### config.mk
export PLATFORM = sky130hd
export DESIGN_NAME = sbit_timer
export DESIGN_NICKNAME = d
export VERILOG_FILES = /design/src/sbit_pkg.sv /design/src/sbit_timer.sv
export VERILOG_INCLUDE_DIRS = /design/src
export SDC_FILE = /design/constraint.sdc
export NUM_CORES = 1
export LEC_CHECK = 0
export ABC_AREA = 0
export BUFFER_PORTS_ARGS = -buffer_cell sky130_fd_sc_hd__buf_2
export CAP_MARGIN = 20
export CORE_MARGIN = 2
export CORE_UTILIZATION = 32
export CTS_BUF_LIST = sky130_fd_sc_hd__clkbuf_4
export DETAILED_ROUTE_END_ITERATION = 10
export GPL_ROUTABILITY_DRIVEN = 0
export PLACE_DENSITY = 0.47
export SKIP_LAST_GASP = 1
export SLEW_MARGIN = 20
export SYNTH_ARGS = -nofsm -noshare
export SYNTH_HDL_FRONTEND = slang
export SYNTH_SLANG_ARGS = --single-unit
### constraint.sdc
create_clock -name pclk -period 7.79 [get_ports pclk]
set_input_delay 1.1685 -clock pclk [delete_from_list [all_inputs] [get_ports pclk]]
set_output_delay 1.1685 -clock pclk [all_outputs]
set_load 0.005 [all_outputs]
### src/sbit_params.svh
// Purpose: address map, field positions and reset values of the interval timer
// Assumes: 12-bit APB byte address, 32-bit data
// Notes:   definitions only
`ifndef SBIT_PARAMS_SVH
`define SBIT_PARAMS_SVH

`define SBIT_OFF_START   12'h000
`define SBIT_OFF_STOP    12'h004
`define SBIT_OFF_STAT    12'h008
`define SBIT_OFF_ISTAT   12'h00C
`define SBIT_OFF_IMASK   12'h010
`define SBIT_OFF_FILT    12'h014
`define SBIT_CH_PAGE     4'h1
`define SBIT_CH_MODE     2'h0
`define SBIT_CH_CMP      2'h1
`define SBIT_CH_CNT      2'h2

`define SBIT_HI_LSB      8
`define SBIT_MODE_LSB    0
`define SBIT_MODE_MSB    4

`define SBIT_CNT_RST     16'h0000
`define SBIT_CMP_RST     16'hFFFF
`define SBIT_CMP_MIN     16'h0001
`define SBIT_BYTE_RST    8'h00
`define SBIT_BYTE_ONE    8'h01
`define SBIT_WORD_ONE    16'h0001
`define SBIT_DATA_RST    32'h0000_0000

`define SBIT_SEL_DIV1    2'h0
`define SBIT_SEL_DIV2    2'h1
`define SBIT_SEL_DIV4    2'h2

`endif

### src/sbit_pkg.sv
// Purpose: shared types of the interval timer
// Assumes: nothing beyond the params header
// Notes:   mode layout is packed from bit 4 down to bit 0
package sbit_pkg;

    // per-channel mode word
    typedef struct packed {
        logic       split;
        logic       ext;
        logic [1:0] clk_sel;
        logic       one_shot;
    } sbit_mode_s;

endpackage

### src/sbit_timer.sv
// Purpose: six-channel 16-bit interval timer with APB registers and interrupt
// Assumes: pclk 20 MHz; ext_count_input asynchronous to pclk
// Notes:   timer clock is pclk divided by 1/2/4/8 or the external edge
//
// Behaviour
// - run status reads 0 when halted (reset), 1 while counting
// - in split mode status bits 13..8 show upper half run state
// - status bits 5..0 show channel, or lower half in split mode
// - start: status set at first timer tick, counting from second
// - on match, next tick raises interrupt and clears counter
// - repeat mode keeps counting after match; one-shot halts
// - stop: counter stops at first timer tick, status drops to 0
// - restart resumes from held count, not from zero
// - any write to the counter register clears it
// - interrupt period is compare value plus one; range 0x0001..0xFFFF
// - first period may be one tick off; later periods exact
// - a match coinciding with stop still raises the interrupt
// - external source: sampled input, count on each rising edge
// - external input passes a sampling stage that can be bypassed
// - writing 0 to start or stop bits changes nothing
// - upper-half status bits read zero in full 16-bit mode
//
// Decided for this implementation: the APB interface to the registers and the register offsets.
`timescale 1ns/10ps
`include "sbit_params.svh"

module sbit_timer #(
    parameter int NCH = 6
) (
    input  wire logic        pclk,
    input  wire logic        presetn,
    input  wire logic        psel,
    input  wire logic        penable,
    input  wire logic        pwrite,
    input  wire logic [11:0] paddr,
    input  wire logic [31:0] pwdata,
    input  wire logic [5:0]  ext_count_input,
    output logic      [31:0] prdata,
    output logic             pready,
    output logic             pslverr,
    output logic             irq,
    output logic      [5:0]  chan_match_irq
);

    ////////////////////////////////////////////////////////////////////////
    // bus decode

    logic       setup_ph;
    logic       wr_acc;
    logic       hit_start;
    logic       hit_stop;
    logic       hit_stat;
    logic       hit_istat;
    logic       hit_imask;
    logic       hit_filt;
    logic       hit_ch;
    logic [2:0] ch_idx;
    logic [1:0] ch_sub;
    logic       mapped;
    logic       wr_start;
    logic       wr_stop;
    logic       wr_istat;
    logic       wr_imask;
    logic       wr_filt;

    assign setup_ph  = psel & ~penable;
    assign wr_acc    = psel & penable & pready & pwrite;
    assign hit_start = (paddr == `SBIT_OFF_START);
    assign hit_stop  = (paddr == `SBIT_OFF_STOP);
    assign hit_stat  = (paddr == `SBIT_OFF_STAT);
    assign hit_istat = (paddr == `SBIT_OFF_ISTAT);
    assign hit_imask = (paddr == `SBIT_OFF_IMASK);
    assign hit_filt  = (paddr == `SBIT_OFF_FILT);
    assign ch_idx    = paddr[6:4];
    assign ch_sub    = paddr[3:2];
    assign hit_ch    = (paddr[11:8] == `SBIT_CH_PAGE) & ~paddr[7]
                     & (paddr[1:0] == 2'b00) & (ch_sub != 2'b11)
                     & (32'(ch_idx) < NCH);
    assign mapped    = hit_start | hit_stop | hit_stat | hit_istat
                     | hit_imask | hit_filt | hit_ch;
    assign wr_start  = wr_acc & hit_start;
    assign wr_stop   = wr_acc & hit_stop;
    assign wr_istat  = wr_acc & hit_istat;
    assign wr_imask  = wr_acc & hit_imask;
    assign wr_filt   = wr_acc & hit_filt;

    ////////////////////////////////////////////////////////////////////////
    // state

    sbit_pkg::sbit_mode_s mode [NCH];
    logic [15:0]          cmp  [NCH];
    logic [15:0]          cnt  [NCH];
    logic [15:0]          next_cnt [NCH];
    logic [NCH-1:0]       run_lo;
    logic [NCH-1:0]       run_hi;
    logic [NCH-1:0]       start_lo;
    logic [NCH-1:0]       start_hi;
    logic [NCH-1:0]       stop_lo;
    logic [NCH-1:0]       stop_hi;
    logic [NCH-1:0]       lo_evt;
    logic [NCH-1:0]       hi_evt;
    logic [NCH-1:0]       tick;
    logic [13:0]          irq_stat;
    logic [13:0]          irq_mask;
    logic [13:0]          evt_vec;
    logic [13:0]          run_vec;
    logic [NCH-1:0]       filt_en;
    logic [2:0]           presc;
    logic [NCH-1:0]       ext_s1;
    logic [NCH-1:0]       ext_s2;
    logic [NCH-1:0]       ext_s3;
    logic [NCH-1:0]       ext_lvl;
    logic [NCH-1:0]       ext_prev;
    logic [NCH-1:0]       ext_rise;
    logic [NCH-1:0]       next_ext_lvl;

    ////////////////////////////////////////////////////////////////////////
    // timer clock sources

    // free-running prescaler keeps every later period exact
    always_ff @(posedge pclk or negedge presetn) begin
        if (!presetn) begin
            presc <= 3'h0;
        end else begin
            presc <= presc + 3'h1;
        end
    end

    // first stage feeds only the second
    always_ff @(posedge pclk or negedge presetn) begin
        if (!presetn) begin
            ext_s1 <= '0;
            ext_s2 <= '0;
        end else begin
            ext_s1 <= ext_count_input[NCH-1:0];
            ext_s2 <= ext_s1;
        end
    end

    // optional sampling filter
    // with the filter on, a level must be seen twice before it is taken,
    // so pulses shorter than two pclk cycles can be lost
    assign next_ext_lvl = (filt_en & ext_s2 & ext_s3)
                        | (filt_en & (ext_s2 ^ ext_s3) & ext_lvl)
                        | (~filt_en & ext_s2);

    // rising edge of the sampled input
    assign ext_rise = ext_lvl & ~ext_prev;

    always_ff @(posedge pclk or negedge presetn) begin
        if (!presetn) begin
            ext_s3   <= '0;
            ext_lvl  <= '0;
            ext_prev <= '0;
        end else begin
            ext_s3   <= ext_s2;
            ext_lvl  <= next_ext_lvl;
            ext_prev <= ext_lvl;
        end
    end

    ////////////////////////////////////////////////////////////////////////
    // channels

    for (genvar i = 0; i < NCH; i++) begin : g_ch
        logic       sel_ch;
        logic       div_tick;
        logic       split;
        logic       lo_match;
        logic       hi_match;
        logic       lo_inc;
        logic       hi_inc;
        logic [7:0] lo_next;
        logic [7:0] hi_next;
        logic [15:0] full_next;
        logic       cnt_clr;
        logic       next_run_lo;
        logic       next_run_hi;
        logic [15:0] cmp_wdata;

        assign sel_ch   = hit_ch & (ch_idx == 3'(i));
        assign split    = mode[i].split;
        assign div_tick = (mode[i].clk_sel == `SBIT_SEL_DIV1) ? 1'b1
                        : (mode[i].clk_sel == `SBIT_SEL_DIV2) ? presc[0]
                        : (mode[i].clk_sel == `SBIT_SEL_DIV4) ? &presc[1:0]
                        : &presc;
        assign tick[i]  = mode[i].ext ? ext_rise[i] : div_tick;

        // match compare per half or full word
        assign lo_match  = split ? (cnt[i][7:0] == cmp[i][7:0])
                                 : (cnt[i] == cmp[i]);
        assign hi_match  = (cnt[i][15:8] == cmp[i][15:8]);
        // match is honoured even on the stopping tick
        assign lo_evt[i] = tick[i] & run_lo[i] & lo_match;
        assign hi_evt[i] = tick[i] & run_hi[i] & split & hi_match;

        // count only on ticks after the run flag is already set
        assign lo_inc = tick[i] & run_lo[i] & ~stop_lo[i] & ~lo_evt[i];
        assign hi_inc = tick[i] & run_hi[i] & ~stop_hi[i] & ~hi_evt[i];

        // clear on match, hold value while halted
        assign lo_next   = lo_evt[i] ? `SBIT_BYTE_RST
                         : lo_inc ? cnt[i][7:0] + `SBIT_BYTE_ONE
                         : cnt[i][7:0];
        assign hi_next   = hi_evt[i] ? `SBIT_BYTE_RST
                         : hi_inc ? cnt[i][15:8] + `SBIT_BYTE_ONE
                         : cnt[i][15:8];
        assign full_next = lo_evt[i] ? `SBIT_CNT_RST
                         : lo_inc ? cnt[i] + `SBIT_WORD_ONE
                         : cnt[i];

        assign cnt_clr     = wr_acc & sel_ch & (ch_sub == `SBIT_CH_CNT);
        assign next_cnt[i] = cnt_clr ? `SBIT_CNT_RST
                           : split ? {hi_next, lo_next} : full_next;

        // stop wins on the tick; one-shot halts at match
        assign next_run_lo = ~tick[i] ? run_lo[i]
                           : stop_lo[i] ? 1'b0
                           : (lo_evt[i] & mode[i].one_shot) ? 1'b0
                           : start_lo[i] ? 1'b1
                           : run_lo[i];
        // upper half never runs in full 16-bit mode
        assign next_run_hi = ~split ? 1'b0
                           : ~tick[i] ? run_hi[i]
                           : stop_hi[i] ? 1'b0
                           : (hi_evt[i] & mode[i].one_shot) ? 1'b0
                           : start_hi[i] ? 1'b1
                           : run_hi[i];

        // zero is not a legal compare value
        assign cmp_wdata = (pwdata[15:0] == `SBIT_CNT_RST) ? `SBIT_CMP_MIN
                                                           : pwdata[15:0];

        always_ff @(posedge pclk or negedge presetn) begin
            if (!presetn) begin
                cnt[i]    <= `SBIT_CNT_RST;
                run_lo[i] <= 1'b0;
                run_hi[i] <= 1'b0;
            end else begin
                cnt[i]    <= next_cnt[i];
                run_lo[i] <= next_run_lo;
                run_hi[i] <= next_run_hi;
            end
        end

        // only written ones post a request; a new write beats the
        // consuming tick so a request is never dropped
        always_ff @(posedge pclk or negedge presetn) begin
            if (!presetn) begin
                start_lo[i] <= 1'b0;
                start_hi[i] <= 1'b0;
                stop_lo[i]  <= 1'b0;
                stop_hi[i]  <= 1'b0;
            end else begin
                start_lo[i] <= (wr_start & pwdata[i])
                             | (start_lo[i] & ~tick[i]);
                start_hi[i] <= (wr_start & pwdata[`SBIT_HI_LSB + i] & split)
                             | (start_hi[i] & ~tick[i]);
                stop_lo[i]  <= (wr_stop & pwdata[i])
                             | (stop_lo[i] & ~tick[i]);
                stop_hi[i]  <= (wr_stop & pwdata[`SBIT_HI_LSB + i] & split)
                             | (stop_hi[i] & ~tick[i]);
            end
        end

        always_ff @(posedge pclk or negedge presetn) begin
            if (!presetn) begin
                mode[i] <= '0;
                cmp[i]  <= `SBIT_CMP_RST;
            end else begin
                if (wr_acc & sel_ch & (ch_sub == `SBIT_CH_MODE)) begin
                    mode[i] <= sbit_pkg::sbit_mode_s'(
                        pwdata[`SBIT_MODE_MSB:`SBIT_MODE_LSB]);
                end
                if (wr_acc & sel_ch & (ch_sub == `SBIT_CH_CMP)) begin
                    cmp[i] <= cmp_wdata;
                end
            end
        end
    end

    ////////////////////////////////////////////////////////////////////////
    // status and interrupts

    assign run_vec = {run_hi, 2'b00, run_lo};
    assign evt_vec = {hi_evt, 2'b00, lo_evt};

    // set wins over a same-cycle clear
    always_ff @(posedge pclk or negedge presetn) begin
        if (!presetn) begin
            irq_stat <= '0;
        end else begin
            irq_stat <= (irq_stat & ~(wr_istat ? pwdata[13:0] : 14'h0000))
                      | evt_vec;
        end
    end

    always_ff @(posedge pclk or negedge presetn) begin
        if (!presetn) begin
            irq_mask <= '0;
            filt_en  <= '0;
        end else begin
            if (wr_imask) begin
                irq_mask <= pwdata[13:0];
            end
            if (wr_filt) begin
                filt_en <= pwdata[NCH-1:0];
            end
        end
    end

    // match pulse on the tick that clears the counter
    always_ff @(posedge pclk or negedge presetn) begin
        if (!presetn) begin
            chan_match_irq <= '0;
            irq            <= 1'b0;
        end else begin
            chan_match_irq <= 6'(lo_evt | hi_evt);
            irq            <= |(irq_stat & irq_mask);
        end
    end

    ////////////////////////////////////////////////////////////////////////
    // read path; no wait state, data captured in the setup cycle

    logic [31:0] rd_data;
    logic [31:0] ch_rd;

    assign ch_rd = (ch_sub == `SBIT_CH_MODE)
                 ? {27'h0, mode[ch_idx]}
                 : (ch_sub == `SBIT_CH_CMP) ? {16'h0000, cmp[ch_idx]}
                 : {16'h0000, cnt[ch_idx]};

    // status is read only; no write path exists for it
    assign rd_data = hit_stat  ? {18'h0, run_vec}
                   : hit_istat ? {18'h0, irq_stat}
                   : hit_imask ? {18'h0, irq_mask}
                   : hit_filt  ? {26'h0, filt_en}
                   : hit_ch    ? ch_rd
                   : `SBIT_DATA_RST;

    always_ff @(posedge pclk or negedge presetn) begin
        if (!presetn) begin
            pready  <= 1'b0;
            pslverr <= 1'b0;
            prdata  <= `SBIT_DATA_RST;
        end else begin
            pready  <= setup_ph;
            pslverr <= setup_ph & ~mapped;
            prdata  <= (setup_ph & ~pwrite) ? rd_data : `SBIT_DATA_RST;
        end
    end

endmodule

==> results of run 1 <==
[flip-flops by register name, indices dropped and copies added (netlist names), 14 cells and up]
register	count
cnt	96
cmp	96
irq_mask	14
prdata	16
irq_stat	14
mode	24
[per-layer routing]
metal	share of wire	GRT usage
met1	0.44	0.299
met2	0.47	0.347
met3	0.073	0.0380
met4	0.021	0.0671
met5	0	0
[stage by stage]
step	worst slack (ns)	area [sq um]	hold WS, ns
CTS	3.69	22100	0.293
finish	3.86	22100	0.338
global placement	3.38	20700	0.335
global route	3.39	22100	0.353
detailed placement	3.32	20700	0.336
floorplan	4.67	19900	0.331
[cell families (layout without fill, tap and decap cells)]
family          count (synthesis)  in the layout  synth area share
flops                         350            350             0.448
xor+xnor                      140            140            0.0619
simple gates                  597            597             0.155
buf+inv                       169            313            0.0379
mux                           232            232             0.150
compound gates                396            396             0.138
other cells                     1             18          0.000189
fa+ha+maj                      14             14           0.00884
[cell type report]
class | instances | area, sq um
diodes | 2 | 5.00
clock buffers | 161 | 1210
clock inverters | 29 | 140
fillers | 6243 | 39400
inverters | 45 | 169
multi-input cells | 1395 | 10300
flip-flops and latches | 350 | 8880
well taps | 790 | 988
repair buffers | 78 | 453
[power by group through the flow]
| stage | clock network (mW) | logic [mW] | registers [mW] |
|---|---|---|---|
| floorplan | 0 | 0.0944 | 1.87 |
| global placement | 0 | 0.186 | 1.87 |
| detailed placement | 0 | 0.187 | 1.87 |
| CTS | 1.88 | 0.188 | 1.84 |
| global route | 1.99 | 0.202 | 1.84 |
| finish | 1.82 | 0.186 | 1.84 |
[how the worst max path moves through the flow]
stage,startpoint,to
2_1_floorplan,paddr[4],cmp[55]$_DFFE_PN1P_
3_3_place_gp,paddr[9],cmp[78]$_DFFE_PN1P_
3_5_place_dp,paddr[9],cmp[78]$_DFFE_PN1P_
4_1_cts,presc[0]$_DFF_PN0_,cnt[31]$_DFFE_PN0P_
5_1_grt,presc[0]$_DFF_PN0_,cnt[31]$_DFFE_PN0P_
6_report,presc[0]$_DFF_PN0_,cnt[31]$_DFFE_PN0P_
[cells in the final DEF, fill, tap and decap left out, drive strengths merged, types with 12 or more instances in the layout]
master and n:
nor3 42, a22o 20, clkinv 25, conb 16, a21oi 114, xor2 63, nand3b 14, nor2b 13
mux2 145, clkbuf 161, buf 78, or3 24, dfstp 96, mux2i 49, o21ai 63, o211ai 24
nand2b 22, dfrtp 254, nor4 22, nand4 36, mux4 38, and2 15, and3 16, o22ai 17
ha 14, xnor2 77, nand3 52, or2 12, nand2 169, a221oi 13, inv 48, nor2 131
[cells in the mapped netlist, types with 49 or more instances]
master | number | area share
dfrtp_1 | 254 | 0.32
nand2_1 | 168 | 0.032
mux2_2 | 142 | 0.081
nor2_1 | 131 | 0.025
a21oi_1 | 114 | 0.029
dfstp_2 | 96 | 0.13
xnor2_1 | 77 | 0.034
clkbuf_1 | 67 | 0.013
xor2_1 | 63 | 0.028
o21ai_0 | 57 | 0.014
nand3_1 | 50 | 0.013
mux2i_1 | 49 | 0.025
[worst reg2reg max path: stages, from the launching register on]
cell,delay (ns)
dfrtp_1,0.52
ha_1,0.39
ha_1,0.38
mux2i_1,0.15
nor3b_1,0.71
o21a_1,0.34
nor2b_1,0.45
o22ai_2,0.35
a2111oi_0,0.39
o22a_1,0.19
==> results_dict.tcl, run 1 <==
set metrics [dict create \
    avgSynthCellArea_sq_um 10.4 \
    worst_path_largest_cell_delay_ns 0.71 \
    yosysSeqAreaShare 0.448 \
    finalWirelength_um 68800 \
    holdPathEnd "ext_s2[2]$_DFF_PN0_" \
    area_growth_pct 11.5 \
    tns_ns 0 \
    ant_nets 0 \
    rsz0062_at_grt "no" \
    insertion_delay_ns 0.86 \
    fin_util 0.359 \
    yosys.cell_types.count 90 \
    synth_edf_count 0 \
    clock.fmax_mhz 255 \
    start_util 0.322 \
    rows 91 \
    hpwlAfterDp_um 49600 \
    crit_path_top_delay_cell "nor3b_1" \
    tightest_slew_ns 1.09 \
    postCtsSetupRepairBufs 0 \
    grt-ovfl-total 0 \
    crit_buf_inv 0 \
    drt_drc_violations_left 0 \
    hold_start "ext_s1[2]$_DFF_PN0_" \
    dr.pass1.iters 8 \
    cp.required_ns 8.55 \
    dieWidth_um 253 \
    cts_root_buf "clkbuf_4" \
    portBuffers 63 \
    dp.cells 2658 \
    clockBufferDepth 3 \
    clock_sinks 350 \
    clk_pin_slew_worst_paths_ns 0.06 \
    criticalPathCategory "reg2reg" \
    path_cells "ha_1, ha_1, mux2i_1, nor3b_1, o21a_1, nor2b_1, o22ai_2, a2111oi_0, o22a_1" \
    ios 96 \
    power.density_nw_per_um2 174 \
    synthArstFlopShare 1.00 \
    layout-drive-gt1-share 0.276 \
    power_frac_comb 0.048 \
    finalCriticalPeriod_ns 3.93 \
    vias 15900 \
    r2r_start "presc[0]$_DFF_PN0_" \
    grt_pass1_vias 15700 \
    power.internal_mw 2.85 \
    finalNonFillerCells 2850 \
    vias_per_cell 5.58 \
    period_share 0.504 \
    post_cts_resized 0 \
    power_switching_uw 995 \
    cap_violations 0 \
    cts_made_buffers 104 \
    antenna_found_initial 4 \
    end_kind "register" \
    worstPathMaxFanout 16 \
    finClkSkew_ns 0.0775 \
    grt_max_degree 128 \
    power.total_mw 3.84 \
    die_area_sq_um 63900 \
    track_usage 0.217 \
    wl_per_cell_um 24.1 \
    synth_seq_cells 350 \
    ys.flop_type "dfrtp_1" \
    cts_tree "done" \
    setup_violations 0 \
    hold_viol 0 \
    path_delay_family "compound AO/OA/AOI/OAI gates" \
    seqPwrFrac 0.479 \
    status "complete, no violations" \
    leakagePower_nw 9.66 \
    nets 2043 \
    clockPowerShare 0.473 \
    grt_pass1_wl_um 103000 \
    drt_iter0_markers 1448 \
    drv_slew 0 \
    regToRegSetupSlack_ns 3.86 \
    synth_area_sq_um 19800 \
    die_h_um 253 \
    relSlewSlack 0.274 \
    hold_buffers 0 \
    cp.arrival_ns 4.69 \
    hp-class "reg2reg" \
    coreArea_sq_um 61500 \
    crit_cells 9 \
    r2r_end "cnt[31]$_DFFE_PN0P_" \
    critPathLaunchType "register" \
    cp_common_cell "ha_1" \
    swShare 0.259 \
    reg2reg_depth 9 \
    ir_drop_uv 73.2 \
    synth_cells 1899 \
    whs_path_depth 0 \
    h-tree-depth 3 \
    yosysWarnings 0 \
]
Note: power is estimated with default switching activity, not from simulation.
==> inputs of run 2 (changes only) <==
clock period = 3.7 ns   (was 7.79 ns; I/O delays follow)
==> run 2 against run 1 <==
Hold slack worse by 0.22 ns. Combinational power is 130% higher. Register-to-register slack worse by 3.4 ns. Critical path depth is 1 higher. Clock skew is 0.014 ns higher. Power is 110% higher. Utilization is 1.2 points higher. Routed wire length is 1.9% higher. Sequential share of layout area is 1.3 points lower. Final cell count is 3.2% higher. Global-route usage is 0.53 points higher. Setup slack worse by 3.4 ns. Highest routed layer is now met5.
==> results_dict.tcl, run 2 (same netlist as run 1, synthesis figures left out) <==
set metrics [dict create \
    grt_pass1_wl_um 105000 \
    cts_tree "done" \
    hpwlAfterDp_um 51600 \
    drt_drc_violations_left 0 \
    die_area_sq_um 63900 \
    leakagePower_nw 10.1 \
    fin_util 0.372 \
    critPathLaunchType "register" \
    layout-drive-gt1-share 0.294 \
    hold_buffers 11 \
    nets 2126 \
    top_layer "met5" \
    final_area_sq_um 22900 \
    status "complete, no violations" \
    wl_per_cell_um 23.8 \
    ant_nets 0 \
    clock.fmax_mhz 310 \
    path_cells "ha_1, ha_1, buf_4, mux2i_1, nor3_1, buf_4, or2_2, a31oi_1, a21oi_1, nor3_1" \
    power.total_mw 8.19 \
    setup_slack_ns 0.471 \
    worstPathMaxFanout 8 \
    crit_path_top_delay_cell "a31oi_1" \
    finalCriticalPeriod_ns 3.23 \
    ir_drop_uv 240 \
    dieWidth_um 253 \
    multiInputGateArea_sq_um 10200 \
    grt-ovfl-total 0 \
    setup_violations 0 \
    insertion_delay_ns 0.91 \
    tns_ns 0 \
    finalNonFillerCells 2940 \
    layout_commonest_cell "dfrtp_1" \
    rows 91 \
    tightest_slew_ns 1.02 \
    track_usage 0.222 \
    top_regs "cmp (96), cnt (96), mode (24)" \
    portBuffers 63 \
    clockBufferDepth 3 \
    relSlewSlack 0.315 \
    postCtsSetupRepairBufs 0 \
    drv_slew 0 \
    cap_violations 0 \
    rsz0062_at_grt "no" \
    ios 96 \
    h-tree-depth 3 \
    wl_met3_um 3820 \
    hold_viol 0 \
    vias 16200 \
    n_fill_cell 6263 \
    worst_path_largest_cell_delay_ns 0.79 \
    wl_met2_um 32700 \
    dp.cells 2730 \
    placed_cell_area_sq_um 21400 \
    dr.pass1.iters 6 \
    criticalPathCategory "reg2reg" \
    grt_pass1_vias 16100 \
    clk_pin_slew_worst_paths_ns 0.07 \
    grt_max_degree 110 \
    cp.arrival_ns 3.97 \
    wl_met1_um 31800 \
    area_growth_pct 15.3 \
    finClkSkew_ns 0.0919 \
    mostFrequentLayoutCells "dfrtp_1 (254), nand2_1 (168), clkbuf_4 (154), mux2_2 (142), nor2_1 (131)" \
    end_kind "register" \
    cts_made_buffers 104 \
    die_h_um 253 \
    vias_per_cell 5.52 \
    pre_cts_slack_ns 0.490 \
    coreArea_sq_um 61500 \
    finalWirelength_um 70000 \
    drt_iter0_markers 1330 \
    power.density_nw_per_um2 358 \
    post_cts_resized 0 \
    period_share 0.873 \
    hp-class "in2reg" \
    antenna_found_initial 4 \
    cts_root_buf "clkbuf_4" \
    holdWs_ns 0.119 \
    clock_sinks 350 \
    start_util 0.322 \
    ff_latch_area_sq_um 8880 \
    cp.required_ns 4.44 \
]
==> run 2: cell types whose count changed in the layout (fill, tap and decap cells not counted), moves of 2 or more <==
cell,change
clkinv_2,-2
buf_4,+65
clkbuf_4,-7
clkinv_1,+12
clkinvlp_4,+2
dlygate4sd3_1,+11
buf_12,+7
==> run 2: worst paths after layout <==
check	start	endpoint	slack, ns	cells after the start
max in group asynchronous	presetn	cnt[28]$_DFFE_PN0P_	2.31	3
min in group asynchronous	presetn	ext_s2[4]$_DFF_PN0_	0.37	2
hold / removal	pwdata[6]	irq_stat[6]$_DFF_PN0_	0.12	2
hold reg to reg	ext_s1[4]$_DFF_PN0_	ext_s2[4]$_DFF_PN0_	0.34	0
setup / recovery	presc[0]$_DFF_PN0_	cnt[58]$_DFFE_PN0P_	0.47	10
setup reg to reg	presc[0]$_DFF_PN0_	cnt[58]$_DFFE_PN0P_	0.47	10
==> run 2: metal layers <==
metal | global-route usage | up-vias
li1 | - | 7323
met1 | 0.307 | 8277
met2 | 0.356 | 511
met3 | 0.0352 | 115
met4 | 0.0710 | 4
met5 | 0 | -
==> run 2: where the power goes <==
group / internal (mW) / switching [mW]
clock network: 2.05 / 1.84
registers: 3.86 / 0.0168
logic: 0.130 / 0.298
total: 6.03 / 2.15
==> run 2: layout make-up <==
class,instances,share of cell area
Antenna cell,3,0.000328
Clock buffer,154,0.0506
Clock inverter,42,0.00985
Inverter,45,0.00739
Multi-Input combinational cell,1395,0.448
Sequential cell,350,0.388
Tap cell,790,0.0432
Timing Repair Buffer,161,0.0521
==> run 2: critical path, delay by kind of cell (launching register included) <==
family          cells  cell delay, ns
compound gates      2            0.93
fa+ha+maj           2            0.44
buf+inv             2            0.33
flops               1            0.38
mux                 1            0.19
simple gates        3            0.82
==> inputs of run 3 (changes only) <==
MAX_ROUTING_LAYER = met4   (was default)
==> run 3 against run 2 <==
Global-route usage is 0.64 points higher. Utilization about the same. Register-to-register slack got worse by 0.02 ns. Non-clock buffer count is the same. Via count grew 0.11%. Fmax shrank 0.69%. Setup slack worse by 0.023 ns. Critical path type unchanged.
==> results_dict.tcl, run 3 (same netlist as run 1, synthesis figures left out) <==
set metrics [dict create \
    dieWidth_um 253 \
    end_kind "register" \
    portBuffers 63 \
    power_frac_comb 0.052 \
    grt_pass1_wl_um 105000 \
    drt_iter0_markers 1235 \
    tns_ns 0 \
    top_regs "cmp (96), cnt (96), mode (24)" \
    swShare 0.263 \
    mostFrequentLayoutCells "dfrtp_1 (254), nand2_1 (168), clkbuf_4 (154), mux2_2 (142), nor2_1 (131)" \
    wl_per_cell_um 23.8 \
    drt_drc_violations_left 0 \
    cts_made_buffers 104 \
    finClkSkew_ns 0.0968 \
    antenna_found_initial 4 \
    area_growth_pct 15.4 \
    status "complete, no violations" \
    h-tree-depth 3 \
    power.internal_mw 6.03 \
    grt_max_degree 110 \
    ir_drop_uv 235 \
    final_area_sq_um 22900 \
    power_switching_mw 2.15 \
    drv_slew 0 \
    dr.pass1.iters 6 \
    r2r_start "presc[0]$_DFF_PN0_" \
    nets 2126 \
    hold_viol 0 \
    rows 91 \
    ant_nets 0 \
    placed_cell_area_sq_um 21400 \
    coreArea_sq_um 61500 \
    cp.arrival_ns 3.99 \
    hpwlAfterDp_um 51600 \
    clock.fmax_mhz 308 \
    grt_pass1_vias 16100 \
    worstPathMaxFanout 8 \
    period_share 0.879 \
    vias 16200 \
    fin_util 0.372 \
    leakagePower_nw 10.1 \
    tightest_slew_ns 1.01 \
    vias_per_cell 5.52 \
    startpoint "presc[0]$_DFF_PN0_" \
    power.density_nw_per_um2 358 \
    clock_sinks 350 \
    rsz0062_at_grt "no" \
    cts_tree "done" \
    critPathLaunchType "register" \
    power.total_mw 8.19 \
    grt-ovfl-total 0 \
    cap_violations 0 \
    clockBufferDepth 3 \
    finalCriticalPeriod_ns 3.25 \
    layout-drive-gt1-share 0.294 \
    ios 96 \
    start_util 0.322 \
    insertion_delay_ns 0.91 \
    hold_start "pwdata[12]" \
    die_h_um 253 \
    layout_commonest_cell "dfrtp_1" \
    track_usage 0.229 \
    clk_pin_slew_worst_paths_ns 0.07 \
    setup_violations 0 \
    cp.required_ns 4.44 \
    clockPowerShare 0.475 \
    hp-class "in2reg" \
    relSlewSlack 0.322 \
    finalWirelength_um 70000 \
    post_cts_resized 0 \
    die_area_sq_um 63900 \
    cts_root_buf "clkbuf_4" \
    seqPwrFrac 0.473 \
    criticalPathCategory "reg2reg" \
]
-- run 3: cell count changes in the layout (fill, tap and decap cells not counted), sizes merged --
cell,previous run,this run
diode,3,4
-- run 3: path summary, 6_finish.rpt --
check / end / slack [ns] / cells after the start
min reg2reg: ext_s2[4]$_DFF_PN0_ / 0.34 / 0
max reg2reg: cnt[58]$_DFFE_PN0P_ / 0.45 / 10
min: irq_stat[12]$_DFF_PN0_ / 0.11 / 4
max: cnt[58]$_DFFE_PN0P_ / 0.45 / 10
min in group asynchronous: cnt[17]$_DFFE_PN0P_ / 0.37 / 2
max in group asynchronous: cnt[28]$_DFFE_PN0P_ / 2.34 / 3
-- run 3: layer usage --
layer,part of all wire,track usage,up-vias,wire [um]
li1,-,-,7337,-
met1,0.45,0.308,8232,31700
met2,0.46,0.355,549,32500
met3,0.056,0.0339,130,3940
met4,0.026,0.0708,0,1800
met5,0,-,-,0
-- run 3: power by group through the flow --
stage,Clock [mW],Sequential [mW],Combinational (mW)
after floorplan,0,3.93,0.199
after global placement,0,3.94,0.418
after detailed placement,0,3.94,0.421
after CTS,4.03,3.87,0.431
after global routing,4.26,3.87,0.464
final,3.89,3.87,0.427
-- run 3: final cells by class --
type,instances,area (sq um)
Fill cell,6265,38600
Multi-Input combinational cell,1395,10200
Sequential cell,350,8880
Timing Repair Buffer,161,1190
Clock buffer,154,1160
Tap cell,790,988
Clock inverter,42,225
Inverter,45,169
Antenna cell,4,10.0
-- run 3: critical path: stages (launching register included) --
cell and delay [ns]:
dfrtp_1 0.38, ha_1 0.22, ha_1 0.22, buf_4 0.17
mux2i_1 0.19, nor3_1 0.09, buf_4 0.16, or2_2 0.37
a31oi_1 0.82, a21oi_1 0.14, nor3_1 0.36
-- run 3: per-stage QoR --
stage | instances | hold slack, ns | worst slack (ns)
3_3_place_gp | 2730 | 0.333 | 0.554
6_report | 2941 | 0.114 | 0.448
5_1_grt | 2940 | 0.0876 | 0.260
2_1_floorplan | 1914 | 0.259 | 1.06
3_5_place_dp | 2730 | 0.336 | 0.490
4_1_cts | 2937 | 0.00320 | 0.511
-- run 3: what timing repair did --
item                                   CTS  global route
hold buffers                            11             0
setup buffers                            0             0
endpoints found under the hold margin  102             0
